**config.mk**
```make
export PLATFORM = sky130hd
export DESIGN_NAME = camera_serial_config_controller
export DESIGN_NICKNAME = d
export VERILOG_FILES = /design/src/rtl/cam_cfg_pkg.sv /design/src/rtl/pixel_skid_buffer.sv /design/src/rtl/camera_serial_config_controller.sv
export VERILOG_INCLUDE_DIRS = /design/src /design/src/rtl
export SDC_FILE = /design/constraint.sdc
export NUM_CORES = 1
export LEC_CHECK = 0
export ABC_CLOCK_PERIOD_IN_PS = 2600
export BUFFER_PORTS_ARGS = -buffer_cell sky130_fd_sc_hd__buf_2
export CORE_ASPECT_RATIO = 2
export CORE_MARGIN = 4
export CORE_UTILIZATION = 59
export DETAILED_ROUTE_END_ITERATION = 10
export PLACE_DENSITY_LB_ADDON = 0.3
export RECOVER_POWER = 50
export SETUP_SLACK_MARGIN = 0.15
export SYNTH_ARGS = -nofsm -noshare
export SYNTH_HDL_FRONTEND = slang
export SYNTH_SLANG_ARGS = --single-unit
```
**constraint.sdc**
```tcl
create_clock -name REF_CLK -period 2.6 [get_ports REF_CLK]
set_input_delay 0.52 -clock REF_CLK [delete_from_list [all_inputs] [get_ports REF_CLK]]
set_output_delay 0.52 -clock REF_CLK [all_outputs]
set_load 0.05 [all_outputs]
```
**src/rtl/cam_cfg_map.svh**
```systemverilog
/*
  Offsets, codes and timing counts for the camera configuration controller.
  Assumes inclusion by bare name from the package and design files.
*/
`ifndef CAM_CFG_MAP_SVH
`define CAM_CFG_MAP_SVH
`define HS_IDLE 2'h0
`define HS_READ 2'h1
`define HS_WRITE 2'h2
`define REG_SEL_HANDSHAKE 2'h0
`define REG_SEL_INDEX 2'h1
`define REG_SEL_VALUE 2'h2
`define ADDR_WRITE 8'hBA
`define ADDR_READ 8'hBB
`define CLK_RATE_HZ 20000000
`define SCL_RATE_HZ 100000
`define QUARTER_CYCLES ((`CLK_RATE_HZ + 4 * `SCL_RATE_HZ - 1) / (4 * `SCL_RATE_HZ))
`define BUSY_LIMIT_CYCLES (200 * `QUARTER_CYCLES)
`define PIXEL_WIDTH 10
`endif

```
**src/rtl/cam_cfg_pkg.sv**
```systemverilog
/*
  Types for the camera configuration controller.
  Assumes cam_cfg_map.svh is on the include path.
*/
`default_nettype none
`include "cam_cfg_map.svh"
package cam_cfg_pkg;
  typedef struct packed {
    logic [`PIXEL_WIDTH-1:0] value;
    logic line_valid;
    logic frame_valid;
  } pixel_type;
endpackage
`default_nettype wire

```
**src/rtl/pixel_skid_buffer.sv**
```systemverilog
/*
  Two-entry buffer with valid and ready on both sides for pixel words.
  Assumes one clock and a synchronous active-high reset.
*/
`default_nettype none
module pixel_skid_buffer
  import cam_cfg_pkg::*;
#(
  parameter int DEPTH = 2
) (
  input wire logic clk,
  input wire logic reset,
  input wire pixel_type in_data,
  input wire logic in_valid,
  output logic in_ready,
  output pixel_type out_data,
  output logic out_valid,
  input wire logic out_ready
);
  typedef struct packed {
    pixel_type [1:0] entry;
    logic [1:0] occupied;
  } buf_state_type;
  buf_state_type state;
  buf_state_type next_state;
  logic push;
  logic pop;

  initial begin
    if (DEPTH != 2) $error("pixel_skid_buffer serves only two entries");
  end

  // Entry 0 is the head so the output word comes straight from a flop.
  // Occupied is a thermometer: bit 0 holds one word, bit 1 holds two.
  always_comb begin
    push = in_valid && !state.occupied[1];
    pop = state.occupied[0] && out_ready;
    next_state = state;
    if (pop) begin
      next_state.entry[0] = state.entry[1];
    end
    if (push && state.occupied[0] && !pop) begin
      next_state.entry[1] = in_data;
    end else if (push) begin
      next_state.entry[0] = in_data;
    end
    if (push && !pop) begin
      next_state.occupied = {state.occupied[0], 1'b1};
    end else if (pop && !push) begin
      next_state.occupied = {1'b0, state.occupied[1]};
    end
  end

  // Registers the state.
  always_ff @(posedge clk) begin
    if (reset) begin
      state <= '0;
    end else begin
      state <= next_state;
    end
  end

  assign in_ready = ~state.occupied[1];
  assign out_valid = state.occupied[0];
  assign out_data = state.entry[0];
endmodule
`default_nettype wire

```
**src/rtl/camera_serial_config_controller.sv**
```systemverilog
/*
  Camera configuration controller: three software registers on a simple
  register port, a two-wire serial master for sensor registers, and a
  registered pixel path that buffers up to two pixels and flags overrun.
  Assumes a 20 MHz REF_CLK, synchronous RESET, pull-ups on both serial lines
  and a pixel clock well below half of REF_CLK.
*/
//Contract
//- Software registers drive serial transfers only
//- Hardware clears handshake when transfer finishes
//- Writing 1 starts read, reads 1
//- Writing 2 starts write; 3+ invalid
//- Read value held, valid after clear
//- Data register is 16 bits
//- No frame storage, one pixel period
//- Start, address 0xBA, then acknowledge
//- Index byte then acknowledge
//- High byte, low byte, each acknowledged
//- Stop: clock high, then data high
`default_nettype none
`include "cam_cfg_map.svh"
module camera_serial_config_controller
  import cam_cfg_pkg::*;
(
  input wire logic REF_CLK,
  input wire logic RESET,
  input wire logic [1:0] REG_SELECT,
  input wire logic REG_WRITE,
  input wire logic REG_READ,
  input wire logic [15:0] REG_WRITE_DATA,
  output logic [15:0] REG_READ_DATA,
  output logic SERIAL_CLOCK_OUT,
  output logic SERIAL_CLOCK_OE,
  input wire logic SERIAL_DATA_LINE_IN,
  output logic SERIAL_DATA_LINE_OUT,
  output logic SERIAL_DATA_LINE_OE,
  output logic ACK_ERROR,
  input wire logic PIXEL_CLOCK,
  input wire logic [`PIXEL_WIDTH-1:0] PIXEL_DATA,
  input wire logic LINE_VALID,
  input wire logic FRAME_VALID,
  output logic [`PIXEL_WIDTH-1:0] PIXEL_OUT,
  output logic PIXEL_OUT_VALID,
  output logic PIXEL_OUT_LINE,
  output logic PIXEL_OUT_FRAME,
  input wire logic PIXEL_OUT_READY,
  output logic PIXEL_OVERRUN
);
  localparam int QUARTER = `QUARTER_CYCLES;
  localparam logic [7:0] QUARTER_LAST = 8'(QUARTER - 1);
  localparam int BUSY_LIMIT = `BUSY_LIMIT_CYCLES;

  typedef enum logic [5:0] {
    IDLE = 6'b000001,
    START = 6'b000010,
    SHIFT = 6'b000100,
    RESTART = 6'b001000,
    STOP = 6'b010000,
    DONE = 6'b100000
  } phase_type;

  typedef struct packed {
    logic [1:0] handshake;
    logic [7:0] index;
    logic [15:0] value;
    logic [15:0] read_data;
    phase_type phase;
    logic [7:0] tick;
    logic [1:0] quarter;
    logic [3:0] bit_count;
    logic [2:0] byte_count;
    logic [8:0] shift;
    logic scl;
    logic sda;
    logic ack_error;
    logic [1:0] sda_sync;
    logic [2:0] pclk_sync;
    pixel_type pix_in;
    logic pix_valid;
    logic overrun;
    logic [15:0] busy_cycles;
    logic scl_oe;
    logic sda_oe;
    pixel_type pin_stage1;
    pixel_type pin_stage2;
  } ctrl_state_type;

  ctrl_state_type state;
  ctrl_state_type next_state;
  logic tick_end;
  logic last_byte;
  logic is_read;
  logic sample_bit;
  logic pix_ready;
  pixel_type pix_out;
  logic pix_out_valid;

  // Rate limit for the serial clock: four quarter phases per bit period.
  initial begin
    if (QUARTER < 1 || QUARTER > 256) $error("serial clock divider out of range");
  end

  // Two-entry buffer keeps a stalled receiver from losing up to two pixels.
  pixel_skid_buffer #(
    .DEPTH(2)
  ) pixel_buffer (
    .clk(REF_CLK),
    .reset(RESET),
    .in_data(state.pix_in),
    .in_valid(state.pix_valid),
    .in_ready(pix_ready),
    .out_data(pix_out),
    .out_valid(pix_out_valid),
    .out_ready(PIXEL_OUT_READY)
  );

  // Next-state logic for registers, serial master and pixel capture.
  always_comb begin
    next_state = state;
    tick_end = (state.tick == QUARTER_LAST);
    is_read = (state.handshake == `HS_READ);
    // Write: addr, index, high, low. Read: addr, index, read addr, high, low.
    last_byte = is_read ? (state.byte_count == 3'h4) : (state.byte_count == 3'h3);
    sample_bit = state.sda_sync[1];
    next_state.sda_sync = {state.sda_sync[0], SERIAL_DATA_LINE_IN};
    next_state.pclk_sync = {state.pclk_sync[1:0], PIXEL_CLOCK};
    next_state.pin_stage1 = {PIXEL_DATA, LINE_VALID, FRAME_VALID}; // Two-stage pin sync.
    next_state.pin_stage2 = state.pin_stage1;
    next_state.tick = tick_end ? 8'h00 : 8'(state.tick + 8'h01);
    if (tick_end) begin
      next_state.quarter = 2'(state.quarter + 2'h1);
    end
    // Software access; commands are taken only while idle.
    if (REG_WRITE) begin
      unique case (REG_SELECT)
        `REG_SEL_HANDSHAKE: begin
          if (state.phase == IDLE && (REG_WRITE_DATA[1:0] == `HS_READ ||
              REG_WRITE_DATA[1:0] == `HS_WRITE) && REG_WRITE_DATA[15:2] == '0) begin
            next_state.handshake = REG_WRITE_DATA[1:0];
            next_state.ack_error = 1'b0;
          end
        end
        `REG_SEL_INDEX: next_state.index = REG_WRITE_DATA[7:0];
        `REG_SEL_VALUE: next_state.value = REG_WRITE_DATA;
        default: next_state.index = state.index;
      endcase
    end
    if (REG_READ) begin
      unique case (REG_SELECT)
        `REG_SEL_HANDSHAKE: next_state.read_data = {14'h0000, state.handshake};
        `REG_SEL_INDEX: next_state.read_data = {8'h00, state.index};
        `REG_SEL_VALUE: next_state.read_data = state.value;
        default: next_state.read_data = 16'h0000;
      endcase
    end
    // Serial master sequencing on quarter-period ticks.
    unique case (state.phase)
      IDLE: begin
        next_state.scl = 1'b1;
        next_state.sda = 1'b1;
        next_state.tick = 8'h00;
        next_state.quarter = 2'h0;
        if (state.handshake != `HS_IDLE) begin
          next_state.phase = START;
          next_state.byte_count = 3'h0;
        end
      end
      START, RESTART: if (tick_end) begin
        unique case (state.quarter)
          2'h0: next_state.sda = 1'b1;
          2'h1: next_state.scl = 1'b1;
          2'h2: next_state.sda = 1'b0;
          2'h3: begin
            next_state.scl = 1'b0;
            next_state.phase = SHIFT;
            next_state.bit_count = 4'h0;
            next_state.shift = (state.phase == RESTART) ? {`ADDR_READ, 1'b1} :
              {`ADDR_WRITE, 1'b1};
          end
        endcase
      end
      SHIFT: if (tick_end) begin
        unique case (state.quarter)
          2'h0: next_state.sda = state.shift[8];
          2'h1: next_state.scl = 1'b1;
          2'h2: begin
            if (state.bit_count == 4'h8) begin
              if (is_read && state.byte_count >= 3'h3) begin
                next_state.shift = state.shift;
              end else if (sample_bit) begin
                next_state.ack_error = 1'b1;
              end
            end else if (is_read && state.byte_count >= 3'h3) begin // Received bits only.
              next_state.shift = {state.shift[7:0], sample_bit};
            end
          end
          2'h3: begin
            next_state.scl = 1'b0;
            if (state.bit_count == 4'h7 && is_read && state.byte_count >= 3'h3) begin
              // Received byte: acknowledge high byte, release for the last.
              if (state.byte_count == 3'h3) begin
                next_state.value[15:8] = state.shift[7:0];
              end else begin
                next_state.value[7:0] = state.shift[7:0];
              end
              next_state.shift = {last_byte, 8'h00};
              next_state.bit_count = 4'h8;
            end else if (state.bit_count == 4'h7) begin
              next_state.shift = 9'h1FF; // Release data for the acknowledge bit.
              next_state.bit_count = 4'h8;
            end else if (state.bit_count == 4'h8) begin
              next_state.byte_count = 3'(state.byte_count + 3'h1);
              next_state.bit_count = 4'h0;
              if (last_byte) begin
                next_state.phase = STOP;
              end else if (is_read && state.byte_count == 3'h1) begin
                next_state.phase = RESTART;
              end else if (state.byte_count == 3'h0) begin
                next_state.shift = {state.index, 1'b1};
              end else if (!is_read && state.byte_count == 3'h1) begin
                next_state.shift = {state.value[15:8], 1'b1};
              end else if (!is_read) begin
                next_state.shift = {state.value[7:0], 1'b1};
              end else begin
                next_state.shift = 9'h1FF; // Release data to receive.
              end
            end else begin
              next_state.bit_count = 4'(state.bit_count + 4'h1);
              if (!(is_read && state.byte_count >= 3'h3)) begin
                next_state.shift = {state.shift[7:0], 1'b1};
              end
            end
          end
        endcase
      end
      STOP: if (tick_end) begin
        unique case (state.quarter)
          2'h0: next_state.sda = 1'b0;
          2'h1: next_state.scl = 1'b1;
          2'h2: next_state.sda = 1'b1;
          2'h3: next_state.phase = DONE;
        endcase
      end
      DONE: begin
        next_state.handshake = `HS_IDLE;
        next_state.phase = IDLE;
      end
    endcase
    // Pixels are taken on the synchronised rising pixel clock edge.
    next_state.pix_valid = 1'b0;
    if (state.pclk_sync[1] && !state.pclk_sync[2]) begin
      next_state.pix_in = state.pin_stage2;
      next_state.pix_valid = 1'b1;
    end
    if (state.pix_valid && !pix_ready) begin
      next_state.overrun = 1'b1;
    end
    if (state.handshake == `HS_IDLE) begin // Busy time, held at the top if stuck.
      next_state.busy_cycles = 16'h0000;
    end else if (state.busy_cycles != 16'hFFFF) begin
      next_state.busy_cycles = 16'(state.busy_cycles + 16'h0001);
    end
    // Line enables are registered so the pins come straight from flops.
    next_state.scl_oe = ~next_state.scl;
    next_state.sda_oe = ~next_state.sda;
  end

  // Registers the state; RESET restores idle with handshake zero.
  always_ff @(posedge REF_CLK) begin
    if (RESET) begin
      state <= '0;
      state.phase <= IDLE;
      state.scl <= 1'b1;
      state.sda <= 1'b1;
      state.sda_sync <= 2'h3;
    end else begin
      state <= next_state;
    end
  end

  // Outputs come from flops; open-drain lines drive only low.
  assign REG_READ_DATA = state.read_data;
  assign SERIAL_CLOCK_OUT = 1'b0;
  assign SERIAL_CLOCK_OE = state.scl_oe;
  assign SERIAL_DATA_LINE_OUT = 1'b0;
  assign SERIAL_DATA_LINE_OE = state.sda_oe;
  assign ACK_ERROR = state.ack_error;
  assign PIXEL_OUT = pix_out.value;
  assign PIXEL_OUT_VALID = pix_out_valid;
  assign PIXEL_OUT_LINE = pix_out.line_valid;
  assign PIXEL_OUT_FRAME = pix_out.frame_valid;
  assign PIXEL_OVERRUN = state.overrun;
endmodule
`default_nettype wire

```
==> parameters.txt <==
Parameter                              Value

Status
  Result of the run ... complete, no violations

Die
  Die height ... 159.3 µm
  Placement Rows ... 55
  Core area ... 11290 µm²
  Floorplan die width ... 83.64 µm
  I/O pin total ... 72
  Starting density of the core ... 59.82%
  Die area ... 13320 µm²

Placement
  Dpl cell area ... 6987 µm²
  Cells after DPL ... 949
  Number of buffers inserted by port buffering ... 69
  Routability congestion estimate ... 0.9538
  Worst slack at placement ... 190.9 ps
  Detailed Place HPWL ... 11820 µm

Drt
  Average routed wire per standard cell ... 17.34 µm
  Vias per cell ... 6.089
  Total number of vias ... 5979
  Total wire length after detailed routing ... 17030 µm
  First-iteration detailed-routing DRC count ... 462
  Residual antenna-violating net count after detailed routing ... 0
  Drt pass-1 iters ... 6
  Number of remaining DRC errors ... 0

GRT
  Number of global-route vias before repair ... 5848
  Wire length of the first global-routing pass ... 27760 µm
  Total track usage ... 25.49%
  Antenna violations before repair ... 0
  Overflow after GRT ... 0
  Largest net degree at the start of global routing ... 72

Clocking
  Max H-tree Level ... 4
  Worst-Skew Late Latency ... 430 ps
  Maximum count of clock buffers along a single path ... 2
  CTS tree ... built
  Hold buffer count at cts ... 0
  Number of sinks driven by the clock tree ... 148
  Clock transition time at the flip-flop clock pins of the worst setup and hold paths ... 70 ps
  Post-CTS repair timing setup buffer count ... 0
  Total clock buffers created by CTS ... 17
  Root buffer selected by CTS ... sky130_fd_sc_hd__clkbuf_16

Timing
  Slew Viols, Final ... 0
  Setup violations, final ... 0
  Transition at the pin with the smallest max-transition slack ... 1483 ps
  F_max ... 421.0 MHz
  Tmin final ... 2375 ps
  Relative max-transition margin ... 1.137%
  Clk_skew ... 11.67 ps
  TNS Setup ... 0 ps
  Setup repair after global routing missed its margin ... true
  Worst Setup Slack, final ... 224.8 ps
  Tcrit/Tclk final ... 91.36%
  Worst Hold Slack ... 272.7 ps
  Final hold violation count ... 0

Finish
  Design Area, Final ... 7640 µm²
  Number of cells in the finished layout apart from fillers ... 982
  Proportion of layout cells with a drive suffix above 1 ... 15.83%
  Ant. Diodes ... 0
  Share of the core filled with cells in the final layout ... 67.69%
  Area growth syn-to-layout ... 13.16%
  Post-layout nets ... 877

Power and ir drop
  Combinational Power Share ... 10.8%
  Fraction of power consumed by the clock network ... 44.5%
  Sw Share ... 29.34%
  Pwr dens ... 713.7 nW/µm²
  Seq pwr share ... 44.7%
  Maximum VDD drop ... 529.9 µV
  Overall power ... 5.453 mW
  Total leakage power ... 2.879 nW
  Psw ... 1.600 mW
  Cell-internal power ... 3.853 mW

Yosys
  Mapped Area ... 6751 µm²
  Most common flop cell mapped by yosys ... sky130_fd_sc_hd__dfxtp_1
  Cells after Synth ... 798
  Post-synth EDFFs ... 0
  Distinct cells, synth ... 72
  Synth Area per Inst ... 8.460 µm²
  Post-synthesis register bit count ... 148
  Area fraction of the dominant cell type after synthesis ... 43.88%
  Fraction of registers with async set/reset ... 0%
  Top cells by count, synth ... sky130_fd_sc_hd__dfxtp_1, sky130_fd_sc_hd__nand2_1, sky130_fd_sc_hd__nor2_1, sky130_fd_sc_hd__a21oi_1, sky130_fd_sc_hd__nand3_1
  Syn. warnings ... 0
  Most repeated cell in the gate-level netlist after synthesis ... sky130_fd_sc_hd__dfxtp_1
  Cell type with the largest total area after synthesis ... sky130_fd_sc_hd__dfxtp_1
  Seq/Total Area, Yosys ... 43.88%
  Top cells by area in the synthesized netlist ... sky130_fd_sc_hd__dfxtp_1, sky130_fd_sc_hd__nand2_1, sky130_fd_sc_hd__a21oi_1, sky130_fd_sc_hd__nor2_1, sky130_fd_sc_hd__nand3_1

Setup path
  Kind of end point of the critical path ... register
  Sort of element at the start of the critical path ... register
  Data arrival time of the critical path ... 2700 ps
  Req. time, crit path ... 2920 ps
  Largest fanout of any net on the critical path ... 6
  Setup CP Type ... register to register

Min path
  Worst hold path type ... input port to register

Flow run
  Count of maximum capacitance violations ... 0
==> cell usage in the layout, fill, tap and decap left out, drive strengths merged, types with 25 or more instances in the layout <==
cell	Yosys	layout
nand3	54	54
nor2b	34	34
inv	20	25
a311oi	28	28
nor2	77	77
nand2	118	118
a21oi	70	70
clkbuf	34	41
dfxtp	148	148
buf	45	63
==> final cells by class <==
type / instances / area, µm²
Timing Repair Buffer: 87 / 446.7
Clock inverter: 15 / 186.4
Multi-Input combinational cell: 553 / 3366
Sequential cell: 148 / 2963
Clock buffer: 17 / 425.4
Tap cell: 142 / 177.7
Inverter: 20 / 75.07
Fill cell: 961 / 3646
==> registers in the layout, indices dropped and copies added (netlist names) <==
register                count
sample_bit                  1
pixel_buffer.out_data      12
ACK_ERROR                   1
pixel_buffer.state         13
SERIAL_DATA_LINE_OE         1
PIXEL_OVERRUN               1
SERIAL_CLOCK_OE             1
next_state                 15
REG_READ_DATA              16
state                      86
pixel_buffer.out_valid      1
==> per-layer routing <==
metal / vias to the layer above / global-route usage (%) / share of wire, %
li1: 2831 / - / -
met1: 2814 / 26.73 / 37
met2: 256 / 45.07 / 52
met3: 78 / 5.593 / 6.4
met4: 0 / 16.25 / 5.1
met5: - / 0 / 0
==> worst max-delay path, stage by stage (launching register included) <==
cell and delay [ps]:
sky130_fd_sc_hd__dfxtp_1 360, sky130_fd_sc_hd__ha_1 230, sky130_fd_sc_hd__ha_2 210, sky130_fd_sc_hd__a211oi_2 270, sky130_fd_sc_hd__nor3_2 110, sky130_fd_sc_hd__o21bai_1 220
sky130_fd_sc_hd__o311ai_4 370, sky130_fd_sc_hd__a32oi_2 170, sky130_fd_sc_hd__a221oi_2 330
==> final timing paths <==
path,from,end,slack [ps],depth (start not counted)
hold reg to reg,next_state[60]$_SDFF_PP1_,sample_bit$_SDFF_PP1_,420,1
setup / recovery,state[73]$_SDFFE_PP0P_,state[68]$_SDFFE_PP0P_,220,8
hold / removal,SERIAL_DATA_LINE_IN,next_state[60]$_SDFF_PP1_,270,2
setup reg to reg,state[73]$_SDFFE_PP0P_,state[68]$_SDFFE_PP0P_,220,8
==> power by group through the flow <==
stage	logic, mW	clock network (mW)	registers (mW)
floorplan	0.441	0	2.47
global placement	0.558	0	2.48
detailed placement	0.575	0	2.49
CTS	0.582	2.45	2.44
global route	0.642	2.56	2.45
finish	0.590	2.43	2.44
==> kinds of logic after synthesis <==
family | share of synthesized area (%)
and+or+nand+nor | 24.70
AOI/OAI and AO/OA | 17.62
DFF | 43.88
buffers and inverters | 7.505
muxes | 2.391
adders and majority gates | 2.409
xor gates and xnor gates | 1.427
other | 0.05554
==> repair_timing <==
| item | CTS | global route |
|---|---|---|
| pin swaps | 0 | 3 |
| cloned | 0 | 1 |
| endpoints found under the setup margin | 2 | 29 |
| resized for setup | 1 | 12 |
(Power assumes the default switching activity.)
